--- src/rtl/bsync_pkg.sv ---
package bsync_pkg;
  localparam int DW = 16;
  localparam int NSTAGE = 3;
  localparam int NCHAN = 8;
  localparam logic [7:0] ADDR_CTRL   = 8'h00;
  localparam logic [7:0] ADDR_MAGLIM = 8'h04;
  localparam logic [7:0] ADDR_FRQLIM = 8'h08;
  localparam logic [7:0] ADDR_ANGLIM = 8'h0c;
  localparam logic [7:0] ADDR_LIVE   = 8'h10;
  localparam logic [7:0] ADDR_DEAD   = 8'h14;
  localparam logic [7:0] ADDR_VCOND  = 8'h18;
  localparam logic [7:0] ADDR_STAT   = 8'h1c;
  localparam logic [7:0] ADDR_IRQST  = 8'h20;
  localparam logic [7:0] ADDR_IRQMSK = 8'h24;
  localparam int CTL_SS3 = 0;
  localparam int CTL_SS4 = 1;
  localparam int CTL_SWEN = 2;
  localparam int CTL_INDIV = 3;
  localparam int CTL_MODE_LSB = 4;
  localparam int CTL_REF1_LSB = 8;
  localparam int CTL_REF2_LSB = 12;
  localparam int VC_W = 4;
  localparam int IRQ_SYNC_LSB = 0;
  localparam int IRQ_CLOSE = 3;
  localparam int IRQ_BLOCK = 4;
  localparam int IRQ_W = 5;
  localparam logic [31:0] CTRL_RST = 32'h0000_0000;
  localparam logic [15:0] MAGLIM_RST = 16'h01f4;
  localparam logic [15:0] FRQLIM_RST = 16'h0064;
  localparam logic [15:0] ANGLIM_RST = 16'h03e8;
  localparam logic [15:0] LIVE_RST = 16'h1f40;
  localparam logic [15:0] DEAD_RST = 16'h07d0;
  localparam logic [11:0] VCOND_RST = 12'h111;
  localparam int ANG_FULL = 36000;
  localparam int ANG_HALF = 18000;
  localparam logic [2:0] CH_UL1 = 3'h0;
  localparam logic [2:0] CH_UL12 = 3'h3;
  localparam logic [2:0] CH_UL31 = 3'h5;
  localparam logic [2:0] CH_U3 = 3'h6;
  localparam logic [2:0] CH_U4 = 3'h7;
  localparam int REFRESH_MS = 5;
  localparam int CLK_KHZ = 50000;
  localparam int REFRESH_CYC = REFRESH_MS * CLK_KHZ;
  typedef enum logic [2:0] {
    BSY_ON      = 3'h0,
    BSY_BLOCKED = 3'h1,
    BSY_TEST    = 3'h2,
    BSY_TESTBLK = 3'h3,
    BSY_OFF     = 3'h4
  } bsync_beh_t;
  typedef enum logic [2:0] {
    CL_IDLE  = 3'b001,
    CL_PULSE = 3'b010,
    CL_WAIT  = 3'b100
  } bsync_cl_t;
endpackage

--- src/rtl/bsync_cmp_if.sv ---
`timescale 1ns/1ns
interface bsync_cmp_if #(
  parameter int W = 16
);
  logic         en;
  logic         supp;
  logic [W-1:0] magA, magB, frqA, frqB, angA, angB;
  logic [W-1:0] magLim, frqLim, angLim, liveLvl, deadLvl;
  logic [3:0]   vcond;
  logic         magOk, frqOk, angOk, liveA, deadA, liveB, deadB;
  logic         synced;
  modport stage (
    input  en, supp, magA, magB, frqA, frqB, angA, angB,
    input  magLim, frqLim, angLim, liveLvl, deadLvl, vcond,
    output magOk, frqOk, angOk, liveA, deadA, liveB, deadB, synced
  );
  modport ctrl (
    output en, supp, magA, magB, frqA, frqB, angA, angB,
    output magLim, frqLim, angLim, liveLvl, deadLvl, vcond,
    input  magOk, frqOk, angOk, liveA, deadA, liveB, deadB, synced
  );
endinterface

--- src/rtl/bsync_stage.sv ---
`timescale 1ns/1ns
module bsync_stage #(
  parameter int W = 16
) (
  input wire logic   clock,
  input wire logic   srst,
  bsync_cmp_if.stage c
);
  localparam logic [W:0] ANG_FULL = (W+1)'(bsync_pkg::ANG_FULL);
  localparam logic [W:0] ANG_HALF = (W+1)'(bsync_pkg::ANG_HALF);

  function automatic logic [W:0] absDiff(input logic [W:0] a,
                                         input logic [W:0] b);
    logic [W:0] d;
    if ($signed(a) >= $signed(b)) begin
      d = a - b;
    end else begin
      d = b - a;
    end
    return d;
  endfunction

  logic [W:0] magD, frqD, angRaw, angD;
  logic [3:0] combo;
  logic       magOkNxt, frqOkNxt, angOkNxt;
  logic       liveANxt, deadANxt, liveBNxt, deadBNxt, syncNxt;

  always_comb begin
    magD = absDiff({1'b0, c.magA}, {1'b0, c.magB});
    frqD = absDiff({c.frqA[W-1], c.frqA}, {c.frqB[W-1], c.frqB});
    angRaw = absDiff({c.angA[W-1], c.angA}, {c.angB[W-1], c.angB});
    angD = (angRaw > ANG_HALF) ? ANG_FULL - angRaw : angRaw;
    // RL7: difference within limit
    magOkNxt = magD <= {1'b0, c.magLim};
    frqOkNxt = frqD <= {1'b0, c.frqLim};
    angOkNxt = angD <= {1'b0, c.angLim};
    // RL8: live and dead classes
    liveANxt = c.magA > c.liveLvl;
    deadANxt = c.magA < c.deadLvl;
    liveBNxt = c.magB > c.liveLvl;
    deadBNxt = c.magB < c.deadLvl;
    // RL9: voltage condition mask
    combo = {deadANxt & deadBNxt, deadANxt & liveBNxt,
             liveANxt & deadBNxt, liveANxt & liveBNxt};
    // RL6: all three aspects match
    syncNxt = c.en & ~c.supp & magOkNxt & frqOkNxt & angOkNxt
              & (|(combo & c.vcond));
  end

  always_ff @(posedge clock) begin
    if (srst) begin
      c.magOk <= 1'b0;
      c.frqOk <= 1'b0;
      c.angOk <= 1'b0;
      c.liveA <= 1'b0;
      c.deadA <= 1'b0;
      c.liveB <= 1'b0;
      c.deadB <= 1'b0;
      c.synced <= 1'b0;
    end else begin
      c.magOk <= magOkNxt;
      c.frqOk <= frqOkNxt;
      c.angOk <= angOkNxt;
      c.liveA <= liveANxt;
      c.deadA <= deadANxt;
      c.liveB <= liveBNxt;
      c.deadB <= deadBNxt;
      c.synced <= syncNxt;
    end
  end
endmodule

--- src/rtl/bsync_top.sv ---
`timescale 1ns/1ns
// Function
// RL1: Single source channel is compared with any selectable system voltage.
// RL2: With a single source channel, stages two and three stay inactive.
// RL3: With both sources, stage one compares channel three to phase pair.
// RL4: With both sources, stage two compares channel four to phase pair.
// RL5: With both sources, stage three compares channel three to four.
// RL6: Synchronized only when magnitude, frequency and angle all match.
// RL7: A comparison matches when difference does not exceed its limit.
// RL8: Side is live above live level, dead below dead level.
// RL9: Per-stage voltage condition selects required live/dead combinations.
// RL10: Synchroswitching closes the breaker once sides are synchronized.
// RL11: For three breakers, software gives stages one and two same reference.
// RL12: Channel measurements refresh on a five millisecond time base.
// RL13: Frequency, angle and magnitude are tracked for each channel.
// RL14: Behaviour indication readable, shown only when individual mode allowed.
// RL15: Synchronized and close are suppressed while blocked or off.
module bsync_top #(
  parameter int W           = bsync_pkg::DW,
  parameter int REFRESH_CYC = bsync_pkg::REFRESH_CYC
) (
  input  wire logic                 clock,
  input  wire logic                 srst,
  input  wire logic [7:0]           regAddr,
  input  wire logic [31:0]          regWdata,
  input  wire logic                 regWr,
  input  wire logic                 regRd,
  output logic      [31:0]          regRdata,
  input  wire logic                 blockIn,
  input  wire logic [7:0][W-1:0]    chanMag,
  input  wire logic [7:0][W-1:0]    chanFrq,
  input  wire logic [7:0][W-1:0]    chanAng,
  output logic                      breakerClose,
  output logic      [2:0]           syncedOut,
  output logic                      irq
);
  localparam int CW = $clog2(REFRESH_CYC + 1);
  localparam int NS = bsync_pkg::NSTAGE;

  function automatic logic [2:0] refAny(input logic [2:0] sel);
    return (sel <= bsync_pkg::CH_UL31) ? sel : bsync_pkg::CH_UL1;
  endfunction

  function automatic logic [2:0] refPair(input logic [2:0] sel);
    return (sel >= bsync_pkg::CH_UL12 && sel <= bsync_pkg::CH_UL31)
           ? sel : bsync_pkg::CH_UL12;
  endfunction

  logic [31:0]                  ctrl_r;
  logic [W-1:0]                 magLim_r, frqLim_r, angLim_r;
  logic [W-1:0]                 live_r, dead_r;
  logic [11:0]                  vcond_r;
  logic [bsync_pkg::IRQ_W-1:0]  irqSt_r, irqMsk_r, irqEv;
  logic [31:0]                  regRdata_r;
  logic [CW-1:0]                tickCnt_r;
  logic                         tick_r;
  logic [7:0][W-1:0]            mag_r, frq_r, ang_r;
  logic                         blkMeta_r, blkSync_r, blkPrev_r;
  bsync_pkg::bsync_beh_t        beh_r, behNxt;
  bsync_pkg::bsync_cl_t         clState_r;
  logic                         breakerClose_r, irq_r;
  logic [2:0]                   syncPrev_r;
  logic [NS-1:0]                stgEn, synced, magOk, frqOk, angOk;
  logic [NS-1:0][2:0]           selA, selB;
  logic                         ss3, ss4, oneSrc, bothSrc, swEn;
  logic                         suppress, anySync, wrIrqSt;

  assign ss3 = ctrl_r[bsync_pkg::CTL_SS3];
  assign ss4 = ctrl_r[bsync_pkg::CTL_SS4];
  assign swEn = ctrl_r[bsync_pkg::CTL_SWEN];
  assign oneSrc = ss3 ^ ss4;
  assign bothSrc = ss3 & ss4;
  assign wrIrqSt = regWr && regAddr == bsync_pkg::ADDR_IRQST;

  // Register writes
  always_ff @(posedge clock) begin
    if (srst) begin
      ctrl_r <= bsync_pkg::CTRL_RST;
      magLim_r <= W'(bsync_pkg::MAGLIM_RST);
      frqLim_r <= W'(bsync_pkg::FRQLIM_RST);
      angLim_r <= W'(bsync_pkg::ANGLIM_RST);
      live_r <= W'(bsync_pkg::LIVE_RST);
      dead_r <= W'(bsync_pkg::DEAD_RST);
      vcond_r <= bsync_pkg::VCOND_RST;
      irqMsk_r <= '0;
    end else if (regWr) begin
      case (regAddr)
        bsync_pkg::ADDR_CTRL: begin
          ctrl_r <= {16'h0000, regWdata[15:0]};
        end
        bsync_pkg::ADDR_MAGLIM: magLim_r <= regWdata[W-1:0];
        bsync_pkg::ADDR_FRQLIM: frqLim_r <= regWdata[W-1:0];
        bsync_pkg::ADDR_ANGLIM: angLim_r <= regWdata[W-1:0];
        bsync_pkg::ADDR_LIVE: live_r <= regWdata[W-1:0];
        bsync_pkg::ADDR_DEAD: dead_r <= regWdata[W-1:0];
        bsync_pkg::ADDR_VCOND: vcond_r <= regWdata[11:0];
        bsync_pkg::ADDR_IRQMSK: begin
          irqMsk_r <= regWdata[bsync_pkg::IRQ_W-1:0];
        end
        default: begin
        end
      endcase
    end
  end

  // Read data one cycle after strobe
  always_ff @(posedge clock) begin
    if (srst || !regRd) begin
      regRdata_r <= 32'h0000_0000;
    end else begin
      case (regAddr)
        bsync_pkg::ADDR_CTRL: regRdata_r <= ctrl_r;
        bsync_pkg::ADDR_MAGLIM: regRdata_r <= 32'(magLim_r);
        bsync_pkg::ADDR_FRQLIM: regRdata_r <= 32'(frqLim_r);
        bsync_pkg::ADDR_ANGLIM: regRdata_r <= 32'(angLim_r);
        bsync_pkg::ADDR_LIVE: regRdata_r <= 32'(live_r);
        bsync_pkg::ADDR_DEAD: regRdata_r <= 32'(dead_r);
        bsync_pkg::ADDR_VCOND: regRdata_r <= {20'h00000, vcond_r};
        // RL14: indication hidden unless allowed
        bsync_pkg::ADDR_STAT: begin
          regRdata_r <= {7'h00, angOk & stgEn, frqOk & stgEn, magOk & stgEn,
                         4'h0, ctrl_r[bsync_pkg::CTL_INDIV],
                         ctrl_r[bsync_pkg::CTL_INDIV] ? beh_r : 3'h0,
                         1'b0, synced, 1'b0, stgEn};
        end
        bsync_pkg::ADDR_IRQST: regRdata_r <= 32'(irqSt_r);
        bsync_pkg::ADDR_IRQMSK: regRdata_r <= 32'(irqMsk_r);
        default: regRdata_r <= 32'h0000_0000;
      endcase
    end
  end

  // RL12: five millisecond refresh tick
  always_ff @(posedge clock) begin
    if (srst) begin
      tickCnt_r <= '0;
      tick_r <= 1'b0;
    end else if (tickCnt_r == CW'(REFRESH_CYC - 1)) begin
      tickCnt_r <= '0;
      tick_r <= 1'b1;
    end else begin
      tickCnt_r <= tickCnt_r + 1'b1;
      tick_r <= 1'b0;
    end
  end

  // RL13: track magnitude, frequency, angle
  always_ff @(posedge clock) begin
    if (srst) begin
      mag_r <= '0;
      frq_r <= '0;
      ang_r <= '0;
    end else if (tick_r) begin
      mag_r <= chanMag;
      frq_r <= chanFrq;
      ang_r <= chanAng;
    end
  end

  // Block pin synchroniser
  always_ff @(posedge clock) begin
    if (srst) begin
      blkMeta_r <= 1'b0;
      blkSync_r <= 1'b0;
      blkPrev_r <= 1'b0;
    end else begin
      blkMeta_r <= blockIn;
      blkSync_r <= blkMeta_r;
      blkPrev_r <= blkSync_r;
    end
  end

  // RL14: effective behaviour
  always_comb begin
    case (ctrl_r[bsync_pkg::CTL_MODE_LSB +: 3])
      3'h0: behNxt = blkSync_r ? bsync_pkg::BSY_BLOCKED : bsync_pkg::BSY_ON;
      3'h1: behNxt = bsync_pkg::BSY_BLOCKED;
      3'h2: behNxt = blkSync_r ? bsync_pkg::BSY_TESTBLK : bsync_pkg::BSY_TEST;
      3'h3: behNxt = bsync_pkg::BSY_TESTBLK;
      default: behNxt = bsync_pkg::BSY_OFF;
    endcase
  end

  always_ff @(posedge clock) begin
    if (srst) begin
      beh_r <= bsync_pkg::BSY_ON;
    end else begin
      beh_r <= behNxt;
    end
  end

  // RL15: block and off suppress
  assign suppress = beh_r == bsync_pkg::BSY_BLOCKED
                 || beh_r == bsync_pkg::BSY_TESTBLK
                 || beh_r == bsync_pkg::BSY_OFF;

  // Stage routing
  always_comb begin
    stgEn = '0;
    selA = '0;
    selB = '0;
    // RL1: single source stage one
    if (oneSrc) begin
      // RL2: later stages off
      stgEn = 3'b001;
      selA[0] = ss3 ? bsync_pkg::CH_U3 : bsync_pkg::CH_U4;
      selB[0] = refAny(ctrl_r[bsync_pkg::CTL_REF1_LSB +: 3]);
    end
    if (bothSrc) begin
      stgEn = 3'b111;
      // RL3: channel three versus pair
      selA[0] = bsync_pkg::CH_U3;
      selB[0] = refPair(ctrl_r[bsync_pkg::CTL_REF1_LSB +: 3]);
      // RL4: channel four versus pair
      selA[1] = bsync_pkg::CH_U4;
      selB[1] = refPair(ctrl_r[bsync_pkg::CTL_REF2_LSB +: 3]);
      // RL5: channel three versus four
      selA[2] = bsync_pkg::CH_U3;
      selB[2] = bsync_pkg::CH_U4;
    end
  end

  for (genvar i = 0; i < NS; i++) begin : g_stage
    bsync_cmp_if #(.W(W)) cmp ();
    assign cmp.en = stgEn[i];
    assign cmp.supp = suppress;
    assign cmp.magA = mag_r[selA[i]];
    assign cmp.magB = mag_r[selB[i]];
    assign cmp.frqA = frq_r[selA[i]];
    assign cmp.frqB = frq_r[selB[i]];
    assign cmp.angA = ang_r[selA[i]];
    assign cmp.angB = ang_r[selB[i]];
    assign cmp.magLim = magLim_r;
    assign cmp.frqLim = frqLim_r;
    assign cmp.angLim = angLim_r;
    assign cmp.liveLvl = live_r;
    assign cmp.deadLvl = dead_r;
    assign cmp.vcond = vcond_r[i*bsync_pkg::VC_W +: bsync_pkg::VC_W];
    assign synced[i] = cmp.synced;
    assign magOk[i] = cmp.magOk;
    assign frqOk[i] = cmp.frqOk;
    assign angOk[i] = cmp.angOk;
    bsync_stage #(.W(W)) u_stage (
      .clock (clock),
      .srst  (srst),
      .c     (cmp)
    );
  end

  assign anySync = |(synced & stgEn);

  // RL10: synchroswitching close sequence
  always_ff @(posedge clock) begin
    if (srst) begin
      clState_r <= bsync_pkg::CL_IDLE;
      breakerClose_r <= 1'b0;
    end else begin
      breakerClose_r <= 1'b0;
      case (clState_r)
        bsync_pkg::CL_IDLE: begin
          if (swEn && anySync && !suppress) begin
            clState_r <= bsync_pkg::CL_PULSE;
            breakerClose_r <= 1'b1;
          end
        end
        bsync_pkg::CL_PULSE: clState_r <= bsync_pkg::CL_WAIT;
        bsync_pkg::CL_WAIT: begin
          if (!anySync) begin
            clState_r <= bsync_pkg::CL_IDLE;
          end
        end
        default: clState_r <= bsync_pkg::CL_IDLE;
      endcase
    end
  end

  // Sticky events, set wins over clear
  assign irqEv = {blkSync_r & ~blkPrev_r, breakerClose_r,
                  synced & ~syncPrev_r};

  always_ff @(posedge clock) begin
    if (srst) begin
      irqSt_r <= '0;
      syncPrev_r <= '0;
      irq_r <= 1'b0;
    end else begin
      syncPrev_r <= synced;
      irqSt_r <= (irqSt_r & ~(wrIrqSt ? regWdata[bsync_pkg::IRQ_W-1:0]
                                      : '0)) | irqEv;
      irq_r <= |(irqSt_r & irqMsk_r);
    end
  end

  assign regRdata = regRdata_r;
  assign breakerClose = breakerClose_r;
  assign syncedOut = syncPrev_r;
  assign irq = irq_r;
endmodule

--- config.mk ---
export PLATFORM = sky130hd
export DESIGN_NAME = bsync_top
export DESIGN_NICKNAME = d
export VERILOG_FILES = /design/src/rtl/bsync_pkg.sv /design/src/rtl/bsync_cmp_if.sv /design/src/rtl/bsync_stage.sv /design/src/rtl/bsync_top.sv
export SDC_FILE = /design/constraint.sdc
export NUM_CORES = 2
export LEC_CHECK = 0
export BUFFER_PORTS_ARGS = -buffer_cell sky130_fd_sc_hd__buf_4
export CORE_MARGIN = 1.5
export CORE_UTILIZATION = 35
export CTS_CLUSTER_SIZE = 30
export DETAILED_ROUTE_END_ITERATION = 12
export GPL_TIMING_DRIVEN = 1
export PLACE_DENSITY = 0.51
export SYNTH_ARGS = -nofsm -noshare
export SYNTH_HDL_FRONTEND = slang
export SYNTH_HIERARCHICAL = 1
export SYNTH_SLANG_ARGS = --single-unit
--- constraint.sdc ---
create_clock -name clock -period 7.5 [get_ports clock]
set_clock_uncertainty 0.15 [all_clocks]
set_input_delay 0.75 -clock clock [delete_from_list [all_inputs] [get_ports clock]]
set_output_delay 0.75 -clock clock [all_outputs]
set_load 0.01 [all_outputs]
==> results.md <==
- Status: complete, no violations
- Die X: 391 um
- Non-Filler Instances: 9409
- Hold Path Class: input pin to register
- Core area: 0.150 mm^2
- Slowest cell on crit path: or4b_2
- Crit path required time: 7.94 ns
- Total power: 7.04 mW
- Clk pwr share: 51.7%
- Number of fill cells: 15436
- Fraction of layout instances using a drive strength above 1: 17.1%
- Ports: 466
- Initial core utilization: 35.2%
- Max cap viols: 0
- Post-layout minimum cycle time: 7.25 ns
- Critical path peak fanout: 8
- Final hold violations: 0
- Rel. slew slack: 13.8%
- Largest stage delay, worst path: 0.69 ns
- Mapped Cells: 6707
- Placer Congestion: 1.02
- DR WL/cell: 25.3 um
- Setup Viol. Count Final: 0
- Internal power: 5.32 mW
- Multi-input gate area: 0.0375 mm^2
- Vias: 52324
- Port Buffers: 442
- CTS HTree Levels: 3
- Number of global-route vias before repair: 49913
- NetSw: 1.72 mW
- Worst slew pin tran: 1.29 ns
- Seq pwr share: 43.3%
- Initial antenna violation count: 5
- Critical Path End Type: register
- Area Growth Syn to Fin: 20.6%
- # rows: 142
- Clock-pin slew on the worst setup and hold paths: 0.06 ns
- # clock sinks: 572
- Hpwl dp: 193000 um
- DRC viols: 0
- Die Area: 0.153 mm^2
- Max Fclk: 138 MHz
- Peak supply drop: 144 uV
- CTS buffer count: 72
- Die Ht: 391 um
- RSZ-0062 raised after global routing: yes
- Router iterations before antenna repair: 9
- Clk buf depth: 3
- Antenna-violating nets left: 0
- CTS Root Cell: clkbuf_16
- Final worst-path cycle share: 96.6%
- Yosys Warn Count: 6
- R2R setup slack: 0.25 ns
- All-Layer GR Usage: 30.3%
- CTS tree: yes
- DP Cell Count: 9269
- Fin nets: 8408
- Commonest non-fill, non-tap cell in the layout: buf_4
- Hold-fix buffers, CTS: 0
- DR iter-0 viols: 4891
- First-pass GRT wire length: 343000 um
- Setup crit start kind: register
- PD cells: 111 mW/mm^2
- Critical path's most frequent cell: a21oi_1
- CP Class: register to register
- Final wirelength: 238000 um
- Register cell area after layout: 0.0115 mm^2
- Total gr overflow: 0
- Commonest non-fill, non-tap cells in the layout: 885 x buf_4, 751 x nand2_1, 642 x nor2_1
- Combinational power share: 5.0%
- Worst-skew pair later-pin latency: 0.72 ns
- Post-Syn Area: 0.0526 mm^2
- Syn Area/Cell: 7.85 um^2
- Static Leak: 28.2 nW
- Worst EP arrival: 7.69 ns
- Routed vias/inst: 5.56
- Largest net degree at the start of global routing: 185
- Final Max Slew Viols: 0
- Switching part of the total power: 24.4%
metal layers:
metal | up-vias | wire, um | GRT usage (%)
met3 | 420 | 15300 | 4.01
li1 | 24892 | - | -
met5 | - | 27 | 0
met2 | 2065 | 105000 | 47.8
met1 | 24943 | 105000 | 40.7
met4 | 4 | 12700 | 14.4
power groups by stage:
stage                     sequential, mW  clock (mW)  combinational (mW)
final                               3.05        3.64               0.350
after detailed placement            3.12           0               0.349
after global placement              3.12           0               0.350
after CTS                           3.05        3.71               0.349
after global routing                3.05        3.82               0.366
after floorplan                     3.11           0              0.0964
sequential cells by signal, indices dropped and copies added, names as in the netlist, 5 cells and up:
register	cells
ang_r	128
irqMsk_r	5
regRdata	25
angLim_r	16
dead_r	16
ctrl_r	16
tickCnt_r	18
frqLim_r	16
g_stage.cmp.liveLvl	16
irqSt_r	5
g_stage.cmp.magLim	16
mag_r	128
frq_r	128
vcond_r	12
critical path, delay by kind of cell (launching register included):
family                   cells  cell delay [ns]
AO/OA/AOI/OAI               15             2.78
AND/OR/NAND/NOR              6             1.49
adder cells (fa/ha/maj)      4             1.15
buffers and inverters        4             0.66
flip-flops                   1             0.40
multiplexers                 1             0.28
XOR/XNOR                     1             0.20
path summary, 6_finish.rpt:
check | from | to | cells past startpoint
setup / recovery | ctrl_r[0] | g_stage[1].u_stage/c.synced | 31
hold / removal | blockIn | blkMeta_r | 2
setup reg to reg | ctrl_r[0] | g_stage[1].u_stage/c.synced | 31
hold reg to reg | clState_r[0] | clState_r[2] | 1
final cells by class:
type,count,share of cell area [%]
timing repair buffer,919,11.5
sequential,572,18.0
multi-input combinational,5165,59.0
tap,2016,3.97
antenna,3,0.0118
clock inverter,30,0.643
inverter,606,3.59
clock buffer,98,3.21
metrics by stage:
| step | TNS, ns | setup WS, ns | area [um^2] | util [%] | hold WS (ns) |
|---|---|---|---|---|---|
| 4_1_cts | 0 | 0.0496 | 63200 | 42.3 | 0.0729 |
| 3_3_place_gp | 0 | 0.0279 | 60800 | 40.6 | 0.269 |
| 6_report | 0 | 0.254 | 63500 | 42.4 | 0.109 |
| 5_1_grt | -0.0399 | -0.0399 | 63500 | 42.4 | 0.126 |
| 3_5_place_dp | 0 | 0.0471 | 60800 | 40.6 | 0.261 |
| 2_1_floorplan | 0 | 0.0589 | 52600 | - | 0.251 |
what timing repair did:
item,CTS,global route
pin swaps,1,8
resized for setup,0,41
buffers inserted,4,5
cloned,0,0
hold endpoints to repair,0,0
setup endpoints to repair,3,9
Power figures use the tool's default switching activity.
